[src/shared/twm_pkg.sv]
// Shared constants, register map and carrier types for the two-wire master
// interrupt-disable and error-source block.
// Assumes one system clock and a synchronous active-high reset everywhere.
package twm_pkg;

  // ********************************************************************
  // Register map
  // ********************************************************************
  localparam int ADDR_W = 12;
  localparam int DATA_W = 32;
  localparam logic [ADDR_W-1:0] OFF_EVENT_STATUS = 12'h10C;
  localparam logic [ADDR_W-1:0] OFF_INTERRUPT_ENABLE_SET = 12'h304;
  localparam logic [ADDR_W-1:0] OFF_INTERRUPT_DISABLE = 12'h308;
  localparam logic [ADDR_W-1:0] OFF_ERROR_SOURCE = 12'h4C4;
  localparam logic [ADDR_W-1:0] OFF_TX_AMOUNT = 12'h54C;

  // ********************************************************************
  // Field positions
  // ********************************************************************
  localparam int BIT_EVENT_A = 1;
  localparam int BIT_ERROR = 9;
  localparam int BIT_SUSPENDED = 18;
  localparam int BIT_RX_STARTED = 19;
  localparam int BIT_TX_STARTED = 20;
  localparam int BIT_LAST_RX = 23;
  localparam int BIT_LAST_TX = 24;
  localparam logic [DATA_W-1:0] INT_FIELDS = 32'h019C0202;
  localparam int ERR_OVERRUN = 0;
  localparam int ERR_ADDR_NACK = 1;
  localparam int ERR_DATA_NACK = 2;
  localparam int ERR_W = 3;
  localparam int AMOUNT_W = 15;
  localparam logic [AMOUNT_W-1:0] AMOUNT_MAX = 15'h7FFF;

  // ********************************************************************
  // Values after reset
  // ********************************************************************
  localparam logic [DATA_W-1:0] INT_ENABLE_RESET = 32'h00000000;
  localparam logic [DATA_W-1:0] EVENT_STATUS_RESET = 32'h00000000;
  localparam logic [ERR_W-1:0] ERROR_SOURCE_RESET = 3'h0;
  localparam logic [AMOUNT_W-1:0] AMOUNT_RESET = 15'h0000;

  // ********************************************************************
  // Carriers
  // ********************************************************************
  typedef struct packed {
    logic wr;
    logic rd;
    logic [ADDR_W-1:0] addr;
    logic [DATA_W-1:0] wdata;
  } twm_bus_s;

  typedef struct packed {
    logic event_a;
    logic suspended;
    logic rx_started;
    logic tx_started;
    logic last_rx;
    logic last_tx;
  } twm_events_s;

  typedef struct packed {
    logic addr_nack;
    logic data_nack;
    logic byte_done;
  } twm_link_s;

  typedef struct packed {
    logic valid;
    logic [7:0] data;
  } twm_byte_s;

endpackage : twm_pkg

[src/hw/twm_byte_count.sv]
// Count of bytes sent in the last transfer, the refused byte included.
// Assumes byte_done pulses once per byte after its acknowledge bit.
`timescale 1ns/1ps
module twm_byte_count
(
  input wire logic clk,
  input wire logic reset,
  input wire logic clear,
  input wire logic byte_done,
  output logic [twm_pkg::AMOUNT_W-1:0] amount
);
  import twm_pkg::*;

  logic [AMOUNT_W-1:0] next_amount;

  // Counts whether acknowledged or not; saturates rather than wrapping
  always_comb
  begin
    next_amount = amount;
    if (clear)
      next_amount = AMOUNT_RESET;
    else if (byte_done && amount != AMOUNT_MAX)
      next_amount = amount + 15'h0001;
  end

  // Registers
  always_ff @(posedge clk)
  begin
    if (reset)
      amount <= AMOUNT_RESET;
    else
      amount <= next_amount;
  end

  a_count_nacked: assert property (@(posedge clk) disable iff (reset)
    (byte_done && !clear && amount != AMOUNT_MAX) |=> (amount == $past(amount) + 15'h0001))
    else $error("sent byte not counted");

endmodule : twm_byte_count

[src/hw/twm_irq_error.sv]
// Interrupt enable set/clear, event status, error source and byte count
// registers of the two-wire master, with one level interrupt output.
// Assumes a one-cycle strobe register port and event pulses on the same clock.
//
// Decided for this implementation: the address-and-strobe port.
`timescale 1ns/1ps
module twm_irq_error
(
  input wire logic clk,
  input wire logic reset,
  input twm_pkg::twm_bus_s bus,
  output logic [twm_pkg::DATA_W-1:0] rdata,
  input twm_pkg::twm_events_s events,
  input twm_pkg::twm_link_s link,
  input twm_pkg::twm_byte_s rx_in,
  input wire logic store_ready,
  output twm_pkg::twm_byte_s store,
  output logic error_event,
  output logic irq
);
  import twm_pkg::*;

  // ********************************************************************
  // Decode
  // ********************************************************************

  // Address match, used by the write and read-side-effect strobes below
  function automatic logic hit(input logic [ADDR_W-1:0] addr, input logic [ADDR_W-1:0] off);
    hit = (addr == off);
  endfunction : hit

  logic wr_enable_set;
  logic wr_disable;
  logic wr_error;
  logic rd_status;

  // Write and read-side-effect strobes
  assign wr_enable_set = bus.wr && hit(bus.addr, OFF_INTERRUPT_ENABLE_SET);
  assign wr_disable = bus.wr && hit(bus.addr, OFF_INTERRUPT_DISABLE);
  assign wr_error = bus.wr && hit(bus.addr, OFF_ERROR_SOURCE);
  assign rd_status = bus.rd && hit(bus.addr, OFF_EVENT_STATUS);

  // ********************************************************************
  // Sub-blocks
  // ********************************************************************
  logic overrun;
  logic [AMOUNT_W-1:0] tx_amount;

  // Receive holding stage, flags overrun
  twm_rx_hold u_rx_hold
  (
    .clk(clk),
    .reset(reset),
    .rx_in(rx_in),
    .store_ready(store_ready),
    .store(store),
    .overrun(overrun)
  );

  // Sent-byte counter, restarted by each transmit start
  twm_byte_count u_byte_count
  (
    .clk(clk),
    .reset(reset),
    .clear(events.tx_started),
    .byte_done(link.byte_done),
    .amount(tx_amount)
  );

  // ********************************************************************
  // Interrupt enable
  // ********************************************************************
  logic [DATA_W-1:0] int_enable;
  logic [DATA_W-1:0] next_int_enable;
  logic [DATA_W-1:0] en_set;
  logic [DATA_W-1:0] en_clr;

  // One enable state reached from two addresses; only ones act
  always_comb
  begin
    en_set = wr_enable_set ? (bus.wdata & INT_FIELDS) : '0;
    en_clr = wr_disable ? (bus.wdata & INT_FIELDS) : '0;
    next_int_enable = (int_enable | en_set) & ~en_clr;
  end

  // Registers
  always_ff @(posedge clk)
  begin
    if (reset)
      int_enable <= INT_ENABLE_RESET;
    else
      int_enable <= next_int_enable;
  end

  // ********************************************************************
  // Error source
  // ********************************************************************
  logic [ERR_W-1:0] error_source;
  logic [ERR_W-1:0] next_error_source;
  logic [ERR_W-1:0] err_set;
  logic [ERR_W-1:0] err_clr;
  logic next_error_event;

  // Sticky flags; a new error in the clearing cycle wins over the clear
  always_comb
  begin
    err_set = '0;
    err_set[ERR_OVERRUN] = overrun;
    err_set[ERR_ADDR_NACK] = link.addr_nack;
    err_set[ERR_DATA_NACK] = link.data_nack;
    err_clr = wr_error ? bus.wdata[ERR_W-1:0] : '0;
    next_error_source = (error_source & ~err_clr) | err_set;
    next_error_event = |(err_set & ~error_source);
  end

  // Registers
  always_ff @(posedge clk)
  begin
    if (reset)
    begin
      error_source <= ERROR_SOURCE_RESET;
      error_event <= 1'b0;
    end
    else
    begin
      error_source <= next_error_source;
      error_event <= next_error_event;
    end
  end

  // ********************************************************************
  // Event status and interrupt
  // ********************************************************************
  logic [DATA_W-1:0] event_vec;
  logic [DATA_W-1:0] event_status;
  logic [DATA_W-1:0] next_event_status;
  logic next_irq;

  // Place the event pulses on their enable bit positions
  always_comb
  begin
    event_vec = '0;
    event_vec[BIT_EVENT_A] = events.event_a;
    event_vec[BIT_ERROR] = error_event;
    event_vec[BIT_SUSPENDED] = events.suspended;
    event_vec[BIT_RX_STARTED] = events.rx_started;
    event_vec[BIT_TX_STARTED] = events.tx_started;
    event_vec[BIT_LAST_RX] = events.last_rx;
    event_vec[BIT_LAST_TX] = events.last_tx;
  end

  // Each status bit is sticky; a read clears, a new event in that cycle stays
  genvar gi;
  generate
    for (gi = 0; gi < DATA_W; gi = gi + 1)
    begin : g_status
      assign next_event_status[gi] = (event_status[gi] && !rd_status) || event_vec[gi];
    end
  endgenerate

  // Level interrupt computed from next values so it tracks the flops exactly
  assign next_irq = |(next_event_status & next_int_enable);

  // Registers
  always_ff @(posedge clk)
  begin
    if (reset)
    begin
      event_status <= EVENT_STATUS_RESET;
      irq <= 1'b0;
    end
    else
    begin
      event_status <= next_event_status;
      irq <= next_irq;
    end
  end

  // ********************************************************************
  // Read data
  // ********************************************************************
  logic [DATA_W-1:0] next_rdata;

  // Data stand only in the cycle after the read strobe, zero otherwise
  always_comb
  begin
    next_rdata = '0;
    if (bus.rd)
    begin
      case (bus.addr)
        OFF_INTERRUPT_ENABLE_SET: next_rdata = int_enable;
        OFF_INTERRUPT_DISABLE: next_rdata = int_enable;
        OFF_ERROR_SOURCE: next_rdata = {{(DATA_W-ERR_W){1'b0}}, error_source};
        OFF_EVENT_STATUS: next_rdata = event_status;
        OFF_TX_AMOUNT: next_rdata = {{(DATA_W-AMOUNT_W){1'b0}}, tx_amount};
        default: next_rdata = '0;
      endcase
    end
  end

  // Registers
  always_ff @(posedge clk)
  begin
    if (reset)
      rdata <= '0;
    else
      rdata <= next_rdata;
  end

  // ********************************************************************
  // Checks
  // ********************************************************************

  a_stop_disable: assert property (@(posedge clk) disable iff (reset)
    (wr_disable && bus.wdata[BIT_EVENT_A]) |=> !int_enable[BIT_EVENT_A])
    else $error("event_a enable not cleared");

  a_error_readback: assert property (@(posedge clk) disable iff (reset)
    (bus.rd && hit(bus.addr, OFF_INTERRUPT_DISABLE)) |=> (rdata[BIT_ERROR] == $past(int_enable[BIT_ERROR])))
    else $error("error enable read back wrong");

  a_disable_others: assert property (@(posedge clk) disable iff (reset)
    wr_disable |=> ((int_enable & ~$past(bus.wdata)) == ($past(int_enable) & ~$past(bus.wdata))))
    else $error("disable write touched other enables");

  a_start_disable: assert property (@(posedge clk) disable iff (reset)
    (wr_disable && bus.wdata[BIT_RX_STARTED] && bus.wdata[BIT_TX_STARTED])
      |=> (!int_enable[BIT_RX_STARTED] && !int_enable[BIT_TX_STARTED]))
    else $error("started enables not cleared");

  a_last_disable: assert property (@(posedge clk) disable iff (reset)
    (wr_disable && bus.wdata[BIT_LAST_RX] && bus.wdata[BIT_LAST_TX])
      |=> (!int_enable[BIT_LAST_RX] && !int_enable[BIT_LAST_TX]))
    else $error("last-byte enables not cleared");

  a_shared_enable: assert property (@(posedge clk) disable iff (reset)
    (wr_enable_set && bus.wdata[BIT_SUSPENDED]) ##1 (bus.rd && hit(bus.addr, OFF_INTERRUPT_DISABLE))
      |=> rdata[BIT_SUSPENDED])
    else $error("enable set not seen through disable register");

  a_overrun_flag: assert property (@(posedge clk) disable iff (reset)
    overrun |=> error_source[ERR_OVERRUN])
    else $error("overrun not flagged");

  a_addr_nack: assert property (@(posedge clk) disable iff (reset)
    link.addr_nack |=> error_source[ERR_ADDR_NACK] ##1 error_source[ERR_ADDR_NACK] || $past(wr_error))
    else $error("address nack not flagged");

  a_data_nack_clear: assert property (@(posedge clk) disable iff (reset)
    (wr_error && bus.wdata[ERR_DATA_NACK] && !link.data_nack) |=> !error_source[ERR_DATA_NACK])
    else $error("data nack flag not cleared");

  a_zero_keeps: assert property (@(posedge clk) disable iff (reset)
    (wr_error && !bus.wdata[ERR_ADDR_NACK] && error_source[ERR_ADDR_NACK]) |=> error_source[ERR_ADDR_NACK])
    else $error("zero write cleared a flag");

  a_error_event: assert property (@(posedge clk) disable iff (reset)
    (link.data_nack && !error_source[ERR_DATA_NACK]) |=> error_event ##1 event_status[BIT_ERROR])
    else $error("new error flag raised no error event");

  a_irq_level: assert property (@(posedge clk) disable iff (reset)
    irq == |(event_status & int_enable))
    else $error("interrupt level disagrees with status and enable");

endmodule : twm_irq_error

[src/hw/twm_rx_hold.sv]
// Receive holding stage between the byte shifter and the receive memory.
// Assumes the shifter pulses valid once per byte, on the system clock.
`timescale 1ns/1ps
module twm_rx_hold
(
  input wire logic clk,
  input wire logic reset,
  input twm_pkg::twm_byte_s rx_in,
  input wire logic store_ready,
  output twm_pkg::twm_byte_s store,
  output logic overrun
);
  import twm_pkg::*;

  twm_byte_s next_store;
  logic next_overrun;

  // A waiting byte is replaced, never queued: an old byte is lost on overrun
  always_comb
  begin
    next_overrun = rx_in.valid && store.valid && !store_ready;
    next_store.valid = rx_in.valid || (store.valid && !store_ready);
    next_store.data = rx_in.valid ? rx_in.data : store.data;
  end

  // Registers
  always_ff @(posedge clk)
  begin
    if (reset)
    begin
      store <= '0;
      overrun <= 1'b0;
    end
    else
    begin
      store <= next_store;
      overrun <= next_overrun;
    end
  end

  a_overrun_discard: assert property (@(posedge clk) disable iff (reset)
    (rx_in.valid && store.valid && !store_ready) |=> (store.valid && overrun && store.data == $past(rx_in.data)))
    else $error("old byte kept after overrun");

endmodule : twm_rx_hold

[config.mk]
export PLATFORM = sky130hd
export DESIGN_NAME = twm_irq_error
export DESIGN_NICKNAME = d
export VERILOG_FILES = /design/src/shared/twm_pkg.sv /design/src/hw/twm_byte_count.sv /design/src/hw/twm_irq_error.sv /design/src/hw/twm_rx_hold.sv
export SDC_FILE = /design/constraint.sdc
export NUM_CORES = 1
export LEC_CHECK = 0
export BUFFER_PORTS_ARGS = -buffer_cell sky130_fd_sc_hd__buf_2
export CORE_MARGIN = 3
export CORE_UTILIZATION = 23
export DETAILED_ROUTE_END_ITERATION = 8
export HOLD_SLACK_MARGIN = 0.06
export SLEW_MARGIN = 0
export SYNTH_ARGS = -nofsm -noshare
export SYNTH_HDL_FRONTEND = slang
export SYNTH_SLANG_ARGS = --single-unit
[constraint.sdc]
create_clock -name clk -period 2.1 [get_ports clk]
set_input_delay 0.525 -clock clk [delete_from_list [all_inputs] [get_ports clk]]
set_output_delay 0.525 -clock clk [all_outputs]
set_load 0.02 [all_outputs]
After elaboration in Yosys (flattened, before gate mapping)
Cells that the tools add are included.

Output and inout port bits: 43. Word-level logic and storage cells: 86. Register bits after elaboration: 126. Input port bits: 67.

Reductions and logical operators: 55. Add/subtract/negate cells: 1. Bitwise gates (word level): 10. Eq/ne operators: 6. Mux-type cells: 4.

Operators with widths (number): case mux 32 bit (4 select lines) (1); AND 32 bit (2); two-way mux 25 bit (2); logical AND 1 bit (40); NOT 25 -> 32 bit (1); bitwise OR 32 x 25 -> 32 bit (1); OR reduction 32 bit (1); == test 12 x 10 -> 1 bit (second input constant) (2); == test 12 x 11 -> 1 bit (second input constant) (2); adder 15 x 1 -> 15 bit (second input constant) (1); != test 15 bit (second input constant) (1); == test 12 x 9 -> 1 bit (second input constant) (1); logical OR 1 bit (8); AND 3 bit (2); NOT 3 bit (2); OR reduction 2 bit (3); two-way mux 3 bit (1); bitwise OR 3 bit (1); OR reduction 3 bit (1); logical NOT 1 bit (2); NOT 1 bit (1).

Depth between registers and ports, before layout
Gate-level depths: netlist of run 1.

Word-level depth: 7. Gate-level depth with buffers: 7. Depth with buffers taken out: 6.

Hierarchy
A second synthesis of run 1 with hierarchy kept.

Cell total of the unflattened synthesis: 381. Area total of the unflattened synthesis: 3798.6 um2.

By module, submodules not included: twm_irq_error (seq. area each 1521.5 um2, area each 2707.6 um2, instances 1, cells an instance 263); twm_byte_count (seq. area each 300.3 um2, area each 739.5 um2, instances 1, cells an instance 86); twm_rx_hold (seq. area each 200.2 um2, area each 351.6 um2, instances 1, cells an instance 32).

Worst setup path before layout of run 1
Ideal clock, no wire load.

Kind: in2reg. From: input bus[35] (netlist name). To: register error_source[0]. Cell stages on the path: 5. Slack: 0.182 ns. Data required time: 1.972 ns. Buffers on the path: 0. Setup time: 0.128 ns. Arrival: 1.790 ns. Path through: or4b_4 > nor4_4 > nand3_1 > a21oi_1 > nor2_1.

Cells in the longest elaborated chain, start to end: 6.

RTL lines: from (decl) (line twm_irq_error.sv:11) `input twm_pkg::twm_bus_s bus,`; == test 12 x 11 -> 1 bit (line twm_irq_error.sv:29) `hit = (addr == off);`; logical AND 1 bit (line twm_irq_error.sv:40) `assign wr_error = bus.wr && hit(bus.addr, OFF_ERROR_SOURCE);`; two-way mux 3 bit (line twm_irq_error.sv:111) `err_clr = wr_error ? bus.wdata[ERR_W-1:0] : '0;`; NOT 3 bit (line twm_irq_error.sv:112) `next_error_source = (error_source & ~err_clr) | err_set;`; AND 3 bit (line twm_irq_error.sv:112); bitwise OR 3 bit (line twm_irq_error.sv:112); to (signal assigned) (line twm_irq_error.sv:126) `error_source <= next_error_source;`; to (decl) (line twm_irq_error.sv:98) `logic [ERR_W-1:0] error_source;`.

Every way passes these cells. A chain may end at the register's enable or synchronous reset.

Worst setup path in the final report of run 1
From: input bus[38] (netlist name). To: register irq.

Cells in the longest elaborated chain, start to end: 7. Elaborated cells between the ends (all ways): 53. Those cells by class: eq/ne (3); mux (2); bitwise (4); reduce/logical (44).

RTL lines: == test 12 x 10 -> 1 bit or == test 12 x 9 -> 1 bit (tied branches) (line twm_irq_error.sv:29); logical AND 1 bit (on tied branches) (line twm_irq_error.sv:38, twm_irq_error.sv:39, twm_irq_error.sv:41); two-way mux 25 bit (tied with other cells) (line twm_irq_error.sv:81) `en_set = wr_enable_set ? (bus.wdata & INT_FIELDS) : '0;`; bitwise OR 32 x 25 -> 32 bit (tied with other cells) (line twm_irq_error.sv:83) `next_int_enable = (int_enable | en_set) & ~en_clr;`; AND 32 bit or logical OR 1 bit (tied branches) (line twm_irq_error.sv:83, twm_irq_error.sv:157); AND 32 bit * (line twm_irq_error.sv:162) `assign next_irq = |(next_event_status & next_int_enable);`; OR reduction 32 bit * (line twm_irq_error.sv:162); to (signal assigned) (line twm_irq_error.sv:175) `irq <= next_irq;`; to (decl) (line twm_irq_error.sv:19) `output logic irq`.

Mark *: on every way between the ends. The rest lies on a longest branch, timed or not.

==> results.toml, run 1 <==
[status]
run_status = "completed"

[finish]
antennaDiodeCount = 0
final_cell_mix = "dfxtp_1 (101), buf_2 (86), nor2_1 (73), buf_4 (29), a21oi_1 (19)"
final_cell_area_sq_um = 4790
utilization_pct = 31.2
nNetsFinal = 554
drive_gt1_share_pct = 28.7
final_common_cell = "dfxtp_1"
area_growth_pct = 30.8
fillers = 1609

[synthesis]
synth_edf_count = 0
synth-seq-cells = 101
synth-simple-area-share_pct = 25.2
netlist.area_leader.share_pct = 55.2
async_flop_share_pct = 0
synth_nets = 446
synthTopCellsByArea = "dfxtp_1 (55%), nor2_1 (7.5%), a22oi_1 (3.7%), a21oi_1 (2.6%), and2_1 (2.4%)"
yosys_warnings = 0
synthAdderAreaFrac_pct = 0.341
synth_xor_area_share_pct = 0.717
ys_seq_area_share_pct = 55.2
avgSynthCellArea_sq_um = 9.70
synth_top_family_by_area = "simple AND/OR/NAND/NOR gates"
synth_cells = 378
synth_top_cell_by_area = "dfxtp_1"
syn_area_sq_um = 3660
ys.flop_type = "dfxtp_1"
synthMuxAreaShare_pct = 2.19
ys_types = 46
synth-compound-area-share_pct = 13.6

[timing]
worstMarginPinSlew_ns = 0.742
clock-skew-final_ns = 0.00600
finalSetupTns_ns = 0
hold_viol_final = 0
max-slew-margin-rel_pct = 50.3
drv_slew = 0
min_period_ns = 1.90
rsz0062_at_grt = "false"
min_period_over_period_pct = 90.4
fin_hold_ws_ns = 0.375
setup_viol = 0
fmax_ghz = 0.527

[grt]
globalRouteMet2Util_pct = 19.0
top_usage_layer = "met2"
grt_pass1_wl_mm = 15.7
grt_start_max_net_pins = 29
grt_pass1_vias = 3161
gr-usage-all-layers_pct = 11.2
grt_overflow_total = 0
grt_use_met3_pct = 4.62
antenna_found_initial = 1
use_met1_pct = 12.9

[clock_network]
cts_tree = "built"
htree_levels = 3
clk_path_buf_depth = 2
clock-sinks = 101
cts_inserted_buffers = 9
clockRootBuffer = "clkbuf_16"
clock_latency_ns = 0.35
clk_pin_slew_worst_paths_ns = 0.07
post_cts_buffers = 0

[worst_hold_path]
hp-start = "store_ready"
holdPathEnd = "u_rx_hold.overrun$_SDFF_PP0_"
min_path_cells = 2
min_path_type = "in -> reg"

[floorplanning]
die_w_um = 132
rows = 45
die_area_sq_um = 17500
initial_core_util_pct = 23.8
chipHeight_um = 132
coreArea_sq_um = 15400
io_pins = 110

[setup_path]
cp_max_fo = 9
required_ns = 2.37
end_kind = "register"
worstReg2RegEnd = "u_byte_count.amount[3]$_SDFFE_PP0P_"
r2r_slack_ns = 0.26
start_kind = "input port"
rr_startpoint = "u_byte_count.amount[3]$_SDFFE_PP0P_"
critPathKind = "in -> reg"
worstPathArrival_ns = 2.17
r2r_cells = 6

[route]
drt_wl_total_mm = 9.66
ant_nets = 0
dr.pass1.iters = 4
drc = 0
drt_iter0_markers = 181
wl_per_cell_um = 13.8
vias = 3183
drt-vias-per-instance = 4.53

[power_and_ir_drop]
ir_drop_mv = 0.399
power.total_mw = 3.78
powerDensity_nw_per_um2 = 788
p_leak_nw = 1.93

[run]
maxCapViolCount = 0

[place]
postPlaceCellArea_sq_um = 4490
place_congestion = 0.880
port_buffers = 86
dpl.hpwl_mm = 7.26
cell type report:
class | count | area (sq um) | area share, %
inverters | 4 | 15.0 | 0.313
flip-flops and latches | 101 | 2020 | 42.2
multi-input cells | 255 | 1550 | 32.4
repair buffers | 115 | 648 | 13.5
clock buffers | 9 | 225 | 4.70
well taps | 211 | 264 | 5.51
clock inverters | 7 | 66.3 | 1.38
worst max-delay path, cell delays in order:
cell and delay [ns]:
buf_2 0.12, nor3_2 0.29, buf_4 0.17, and3_1 0.34, a31oi_1 0.15, o32a_1 0.37
a41oi_1 0.22
sequential cells by signal, summed over array words and instances, names as in the netlist:
| register | cells |
|---|---|
| error_event | 1 |
| error_source | 3 |
| event_status | 32 |
| int_enable | 7 |
| irq | 1 |
| rdata | 32 |
| u_byte_count.amount | 15 |
| u_rx_hold.overrun | 1 |
| u_rx_hold.store | 9 |
report_power, final:
group / total, mW / leakage [nW] / internal (mW) / switching [mW]
registers: 1.96 / 0.819 / 1.94 / 0.0160
clock network: 1.62 / 0.138 / 0.833 / 0.791
logic: 0.196 / 0.970 / 0.0841 / 0.111
total: 3.78 / 1.93 / 2.86 / 0.918
stage by stage:
step	cells	setup WS, ns
3_3_place_gp	686	-0.278
5_1_grt	702	0.0381
2_1_floorplan	378	0.182
3_5_place_dp	686	-0.285
6_report	702	0.201
4_1_cts	702	0.0916
routing by layer:
layer | vias up | wire length, um
met3 | 10 | 762
met4 | 2 | 78
li1 | 1569 | -
met5 | - | 13
met2 | 100 | 4680
met1 | 1502 | 4130
cells in the mapped netlist (2+ instances only):
cell type and n:
o21ai_0 11, and4_1 4, or3_1 9, o22ai_1 3, a31oi_1 5, nor3b_1 2
nand2_1 7, buf_6 2, nor3_1 4, a22oi_1 18, nor2_1 73, nor4_4 2
nand4_1 11, buf_2 3, nor3_2 3, xor2_1 3, a222oi_1 4, mux2i_1 8
nand2b_1 13, and3_1 6, nor4_1 3, a41oi_1 2, and2_1 14, buf_1 2
clkbuf_1 11, nand3_1 9, inv_1 4, a21oi_1 19, a21oi_2 2, dfxtp_1 101
o32a_1 3, nor2b_1 2, o211ai_1 2
cells by family (layout without fill, tap and decap cells):
logic type / Yosys count / in the layout
fa+ha+maj: 1 / 1
buf+inv: 22 / 135
compound gates: 73 / 73
mux: 8 / 8
xor+xnor: 3 / 3
flops: 101 / 101
simple gates: 170 / 170
repair_timing:
item / in CTS / in global routing
hold buffers: 0 / 0
gates resized for setup: 0 / 1
endpoints found under the hold margin: 0 / 0
endpoints found under the setup margin: 0 / 9
worst max-delay path by stage:
stage                                        start                                   to  slack (ns)  cells after the start
6_report                                   bus[38]                       irq$_SDFF_PP0_        0.20                      7
3_3_place_gp                               bus[34]                  rdata[7]$_SDFF_PP0_       -0.28                      7
3_5_place_dp                               bus[34]                  rdata[7]$_SDFF_PP0_       -0.29                      7
4_1_cts                                    bus[34]                 rdata[11]$_SDFF_PP0_        0.09                      7
5_1_grt        u_byte_count.amount[3]$_SDFFE_PP0P_  u_byte_count.amount[7]$_SDFFE_PP0P_        0.04                      6
2_1_floorplan                              bus[35]           error_source[0]$_SDFF_PP0_        0.18                      5
Power figures use the tool's default switching activity.
==> run 2, diff against run 1 <==
--- a/config.mk
+++ b/config.mk
@@ -7,9 +7,10 @@
 export LEC_CHECK = 0
 export BUFFER_PORTS_ARGS = -buffer_cell sky130_fd_sc_hd__buf_2
 export CORE_MARGIN = 3
-export CORE_UTILIZATION = 23
+export CORE_UTILIZATION = 50
 export DETAILED_ROUTE_END_ITERATION = 8
 export HOLD_SLACK_MARGIN = 0.06
+export PLACE_DENSITY = 0.78
 export SLEW_MARGIN = 0
 export SYNTH_ARGS = -nofsm -noshare
 export SYNTH_HDL_FRONTEND = slang
==> run 2 against run 1 <==
Effect of this change: core utilization rose by 34 points; non-clock buffer count decreased by 4; total power decreased by 8.1%.
==> results.toml, run 2 (synthesized netlist as in run 1, its figures left out) <==
[grt]
grt_start_max_net_pins = 41
gr-usage-all-layers_pct = 20.6
grt_pass1_wl_mm = 14.2
grt_overflow_total = 0
antenna_found_initial = 0
grt_pass1_vias = 3207

[route]
drt_iter0_markers = 243
drt_wl_total_mm = 8.34
ant_nets = 0
drc = 0
vias = 3178
wl_per_cell_um = 14.3
dr.pass1.iters = 6
drt-vias-per-instance = 5.45

[power_and_ir_drop]
ir_drop_mv = 0.441
p_int_mw = 2.70
p_leak_nw = 1.87
comb_power_share_pct = 5.5
powerDensity_nw_per_um2 = 766
netSwitchingPower_mw = 0.770
seqPwrFrac_pct = 56.4
switching_share_pct = 22.2
clock_power_share_pct = 38.1

[setup_path]
start_kind = "register"
cp_cell_sequence = "and4_1, nand4_1, o21ai_0, buf_4, xor2_1, nor2_1"
max_stage_delay_ns = 0.48
critPathKind = "reg -> reg"
worstPathArrival_ns = 2.18
end_kind = "register"
cp_max_fo = 7
required_ns = 2.35
slowest_stage = "dfxtp_1"

[clock_network]
htree_levels = 3
postCtsResizedCells = 0
ctsHoldBuffers = 0
clock_latency_ns = 0.36
cts_tree = "built"
post_cts_buffers = 0
clk_pin_slew_worst_paths_ns = 0.09
clockRootBuffer = "clkbuf_8"
clk_path_buf_depth = 2
cts_inserted_buffers = 9
clock-sinks = 101

[run]
maxCapViolCount = 0

[finish]
drive_gt1_share_pct = 27.7
largestRegisters = "event_status x32, rdata x32, u_byte_count.amount x15"
final_common_cell = "dfxtp_1"
antennaDiodeCount = 0
area_growth_pct = 23.6
nNetsFinal = 550
final_cell_mix = "dfxtp_1 (101), buf_2 (86), nor2_1 (73), buf_4 (25), a21oi_1 (19)"
fillers = 566

[timing]
clock-skew-final_ns = 0.0116
fin_hold_ws_ns = 0.344
rsz0062_at_grt = "false"
max-slew-margin-rel_pct = 59.9
fmax_ghz = 0.519
setup_ws_ns = 0.172
setup_viol = 0
worstMarginPinSlew_ns = 0.599
drv_slew = 0
finalSetupTns_ns = 0
min_period_over_period_pct = 91.8
min_period_ns = 1.93
hold_viol_final = 0

[floorplanning]
chipHeight_um = 91.6
coreArea_sq_um = 6940
die_area_sq_um = 8390
rows = 30
die_w_um = 91.6
io_pins = 110
initial_core_util_pct = 52.8

[place]
dpl.hpwl_mm = 6.15
port_buffers = 86
place_ws_ns = -0.155
place_congestion = 0.861

[status]
run_status = "completed"

[worst_hold_path]
min_path_type = "in -> reg"
## run 2: cell types whose count changed in the layout (fill, tap and decap cells not counted)
cell        previous run  this run
buf_4                 29        25
clkbuf_8               0         9
clkinv_2               0         1
clkbuf_1               0         2
inv_8                  3         0
o41ai_4                1         0
o41ai_2                0         1
inv_6                  0         1
clkinvlp_4             2         0
clkbuf_16              9         0
bufinv_16              0         2
clkinv_4               2         1
## run 2: through the flow
| step | power, mW | cells | cell area (sq um) | utilization, % |
|---|---|---|---|---|
| final | 3.47 | 583 | 4530 | 65.2 |
| after global routing | 3.59 | 583 | 4530 | 65.2 |
| after CTS | 3.48 | 583 | 4530 | 65.2 |
| after detailed placement | 2.19 | 567 | 4320 | 62.2 |
| after floorplan | 2.09 | 378 | 3660 | - |
| after global placement | 2.18 | 567 | 4320 | 62.2 |
## run 2: worst max-delay path: cells and delay by family (launching register included)
family | cells | cell delay [ns]
XOR/XNOR | 1 | 0.16
AO/OA/AOI/OAI | 1 | 0.34
buffers and inverters | 1 | 0.19
AND/OR/NAND/NOR | 3 | 0.65
flip-flops | 1 | 0.48
## run 2: path summary, 6_finish.rpt
path                                                           from                             endpoint  slack, ns  cells after the start
worst max register to register  u_byte_count.amount[3]$_SDFFE_PP0P_  u_byte_count.amount[3]$_SDFFE_PP0P_       0.17                      6
worst max-delay path            u_byte_count.amount[3]$_SDFFE_PP0P_  u_byte_count.amount[3]$_SDFFE_PP0P_       0.17                      6
worst min register to register          event_status[26]$_SDFF_PP0_                 rdata[26]$_SDFF_PP0_       0.45                      2
worst min-delay path                                    store_ready         u_rx_hold.overrun$_SDFF_PP0_       0.34                      2
## run 2: per-layer routing
| metal | GRT usage (%) | part of all wire, % | vias up |
|---|---|---|---|
| met5 | 0 | 0 | - |
| met4 | 8.54 | 1.5 | 0 |
| met3 | 5.25 | 5.7 | 13 |
| met2 | 34.3 | 48 | 102 |
| met1 | 25.4 | 45 | 1496 |
| li1 | - | - | 1567 |
## run 2: final cells by class
cell class | instances | area, sq um | area share [%]
well taps | 96 | 120 | 2.65
repair buffers | 111 | 618 | 13.6
inverters | 4 | 15.0 | 0.331
clock buffers | 11 | 131 | 2.90
clock inverters | 5 | 82.6 | 1.82
multi-input cells | 255 | 1540 | 34.0
flip-flops and latches | 101 | 2020 | 44.6
## run 2: power groups by stage
stage	combinational, mW	sequential, mW	clock (mW)
after detailed placement	0.189	2.00	0
after global routing	0.210	1.96	1.41
after floorplan	0.0784	2.01	0
final	0.191	1.96	1.32
after CTS	0.190	1.96	1.34
after global placement	0.184	2.00	0
==> run 3, diff against run 2 <==
--- a/config.mk
+++ b/config.mk
@@ -11,6 +11,7 @@
 export DETAILED_ROUTE_END_ITERATION = 8
 export HOLD_SLACK_MARGIN = 0.06
 export PLACE_DENSITY = 0.78
+export RECOVER_POWER = 100
 export SLEW_MARGIN = 0
 export SYNTH_ARGS = -nofsm -noshare
 export SYNTH_HDL_FRONTEND = slang
==> run 3 against run 2 <==
Effect of this change: first-iteration DRC count shrank 15%; final cell count is the same; flip-flop and latch count is the same; non-clock buffer count is the same; cell area shrank 2.7%; global-route usage is the same; maximum frequency shrank 4.8%; total power shrank 0.22%; core utilization shrank 1.8 points; critical path type is now in -> reg; critical endpoint is now error_source[0]$_SDFF_PP0_; highest routed layer unchanged.
==> results.toml, run 3 (synthesized netlist as in run 1, its figures left out) <==
[status]
run_status = "completed"

[grt]
top_usage_layer = "met2"
gr-usage-all-layers_pct = 20.6
globalRouteMet2Util_pct = 34.3
grt_start_max_net_pins = 41
grt_use_met3_pct = 5.25
grt_pass1_wl_mm = 14.2
grt_overflow_total = 0
antenna_found_initial = 0
use_met1_pct = 25.4
grt_pass1_vias = 3207

[timing]
hold_viol_final = 0
clock-skew-final_ns = 0.0110
min_period_over_period_pct = 96.4
min_period_ns = 2.03
fmax_ghz = 0.494
rsz0062_at_grt = "false"
drv_slew = 0
setup_viol = 0
worstMarginPinSlew_ns = 0.756
max-slew-margin-rel_pct = 49.6

[power_and_ir_drop]
ir_drop_mv = 0.443
powerDensity_nw_per_um2 = 785
p_leak_nw = 1.63

[setup_path]
worstPathArrival_ns = 2.25
cp_max_fo = 6
start_kind = "input port"
r2r_slack_ns = 0.15
max_stage_delay_ns = 0.62
critPathKind = "in -> reg"
cpLargestDelayFamily = "simple AND/OR/NAND/NOR gates"
slowest_stage = "or4b_1"
cp_cell_sequence = "buf_2, or4b_1, nor4_1, buf_4, nand3_1, a21oi_1, nor2_1"
crit_buf_inv = 2
required_ns = 2.33
end_kind = "register"

[clock_network]
clock-sinks = 101
cts_inserted_buffers = 9
post_cts_buffers = 0
postCtsResizedCells = 0
htree_levels = 3
ctsHoldBuffers = 0
clock_latency_ns = 0.36
clockRootBuffer = "clkbuf_8"
cts_tree = "built"
clk_path_buf_depth = 2
clk_pin_slew_worst_paths_ns = 0.09

[route]
dr.pass1.iters = 4
vias = 3135
wl_per_cell_um = 14.3
drt_iter0_markers = 207
drt-vias-per-instance = 5.38
ant_nets = 0
drc = 0
drt_wl_total_mm = 8.35

[floorplanning]
chipHeight_um = 91.6
die_w_um = 91.6
io_pins = 110
coreArea_sq_um = 6940
die_area_sq_um = 8390
initial_core_util_pct = 52.8
rows = 30

[finish]
final_cell_mix = "dfxtp_1 (101), nor2_1 (73), clkbuf_1 (54), buf_2 (39), a21oi_1 (20)"
final_cell_area_sq_um = 4410
area_growth_pct = 20.3
drive_gt1_share_pct = 16.0
fillers = 608
largestRegisters = "event_status x32, rdata x32, u_byte_count.amount x15"
final_common_cell = "dfxtp_1"
seqCellArea_sq_um = 2020
multi_input_area_sq_um = 1510
utilization_pct = 63.5
nNetsFinal = 550
antennaDiodeCount = 0

[place]
dpl.hpwl_mm = 6.15
place_congestion = 0.861
port_buffers = 86
postPlaceCellArea_sq_um = 4320

[worst_hold_path]
min_path_type = "in -> reg"

[run]
maxCapViolCount = 0
-- run 3: changes by cell type in the layout (fill, tap and decap cells not counted), moves of 4 or more --
cell      delta
and2_1       -9
and2_0       +9
clkbuf_1    +52
buf_2       -47
clkbuf_2     +4
buf_4        -9
-- run 3: worst register-to-register path, stage by stage, from the launching register on --
cell	delay, ns
dfxtp_1	0.48
and4_1	0.34
nand4_1	0.27
o21ai_0	0.33
clkbuf_2	0.21
xor2_1	0.17
nor2_1	0.05
-- run 3: stage by stage --
| step | hold slack, ns | TNS (ns) | setup slack [ns] | power, mW | instances |
|---|---|---|---|---|---|
| after floorplan | 0.429 | 0 | 0.182 | 2.09 | 378 |
| after global placement | 0.442 | -0.178 | -0.108 | 2.18 | 567 |
| after detailed placement | 0.444 | -0.294 | -0.155 | 2.19 | 567 |
| after CTS | 0.336 | 0 | 0.209 | 3.48 | 583 |
| after global routing | 0.330 | 0 | 0.00177 | 3.58 | 583 |
| final | 0.343 | 0 | 0.0749 | 3.46 | 583 |
-- run 3: final timing paths --
path | endpoint | from | cells past startpoint
hold reg to reg | rdata[26]$_SDFF_PP0_ | event_status[26]$_SDFF_PP0_ | 2
setup / recovery | error_source[0]$_SDFF_PP0_ | bus[35] | 7
setup reg to reg | u_byte_count.amount[3]$_SDFFE_PP0P_ | u_byte_count.amount[3]$_SDFFE_PP0P_ | 6
hold / removal | u_rx_hold.overrun$_SDFF_PP0_ | store_ready | 2
-- run 3: report_power, final --
| group | internal, mW | switching (mW) |
|---|---|---|
| sequential | 1.94 | 0.0171 |
| clock | 0.677 | 0.645 |
| combinational | 0.0744 | 0.108 |
-- run 3: final cells by class --
| cell class | count | share of cell area (%) |
|---|---|---|
| flip-flops and latches | 101 | 45.9 |
| clock inverters | 5 | 1.87 |
| inverters | 4 | 0.341 |
| repair buffers | 111 | 12.0 |
| multi-input cells | 255 | 34.2 |
| well taps | 96 | 2.72 |
| clock buffers | 11 | 2.98 |
-- run 3: layer usage --
layer,part of all wire [%],vias up
met5,0,-
met1,46,1474
met2,47,82
li1,-,1568
met3,5.3,11
met4,1.2,0
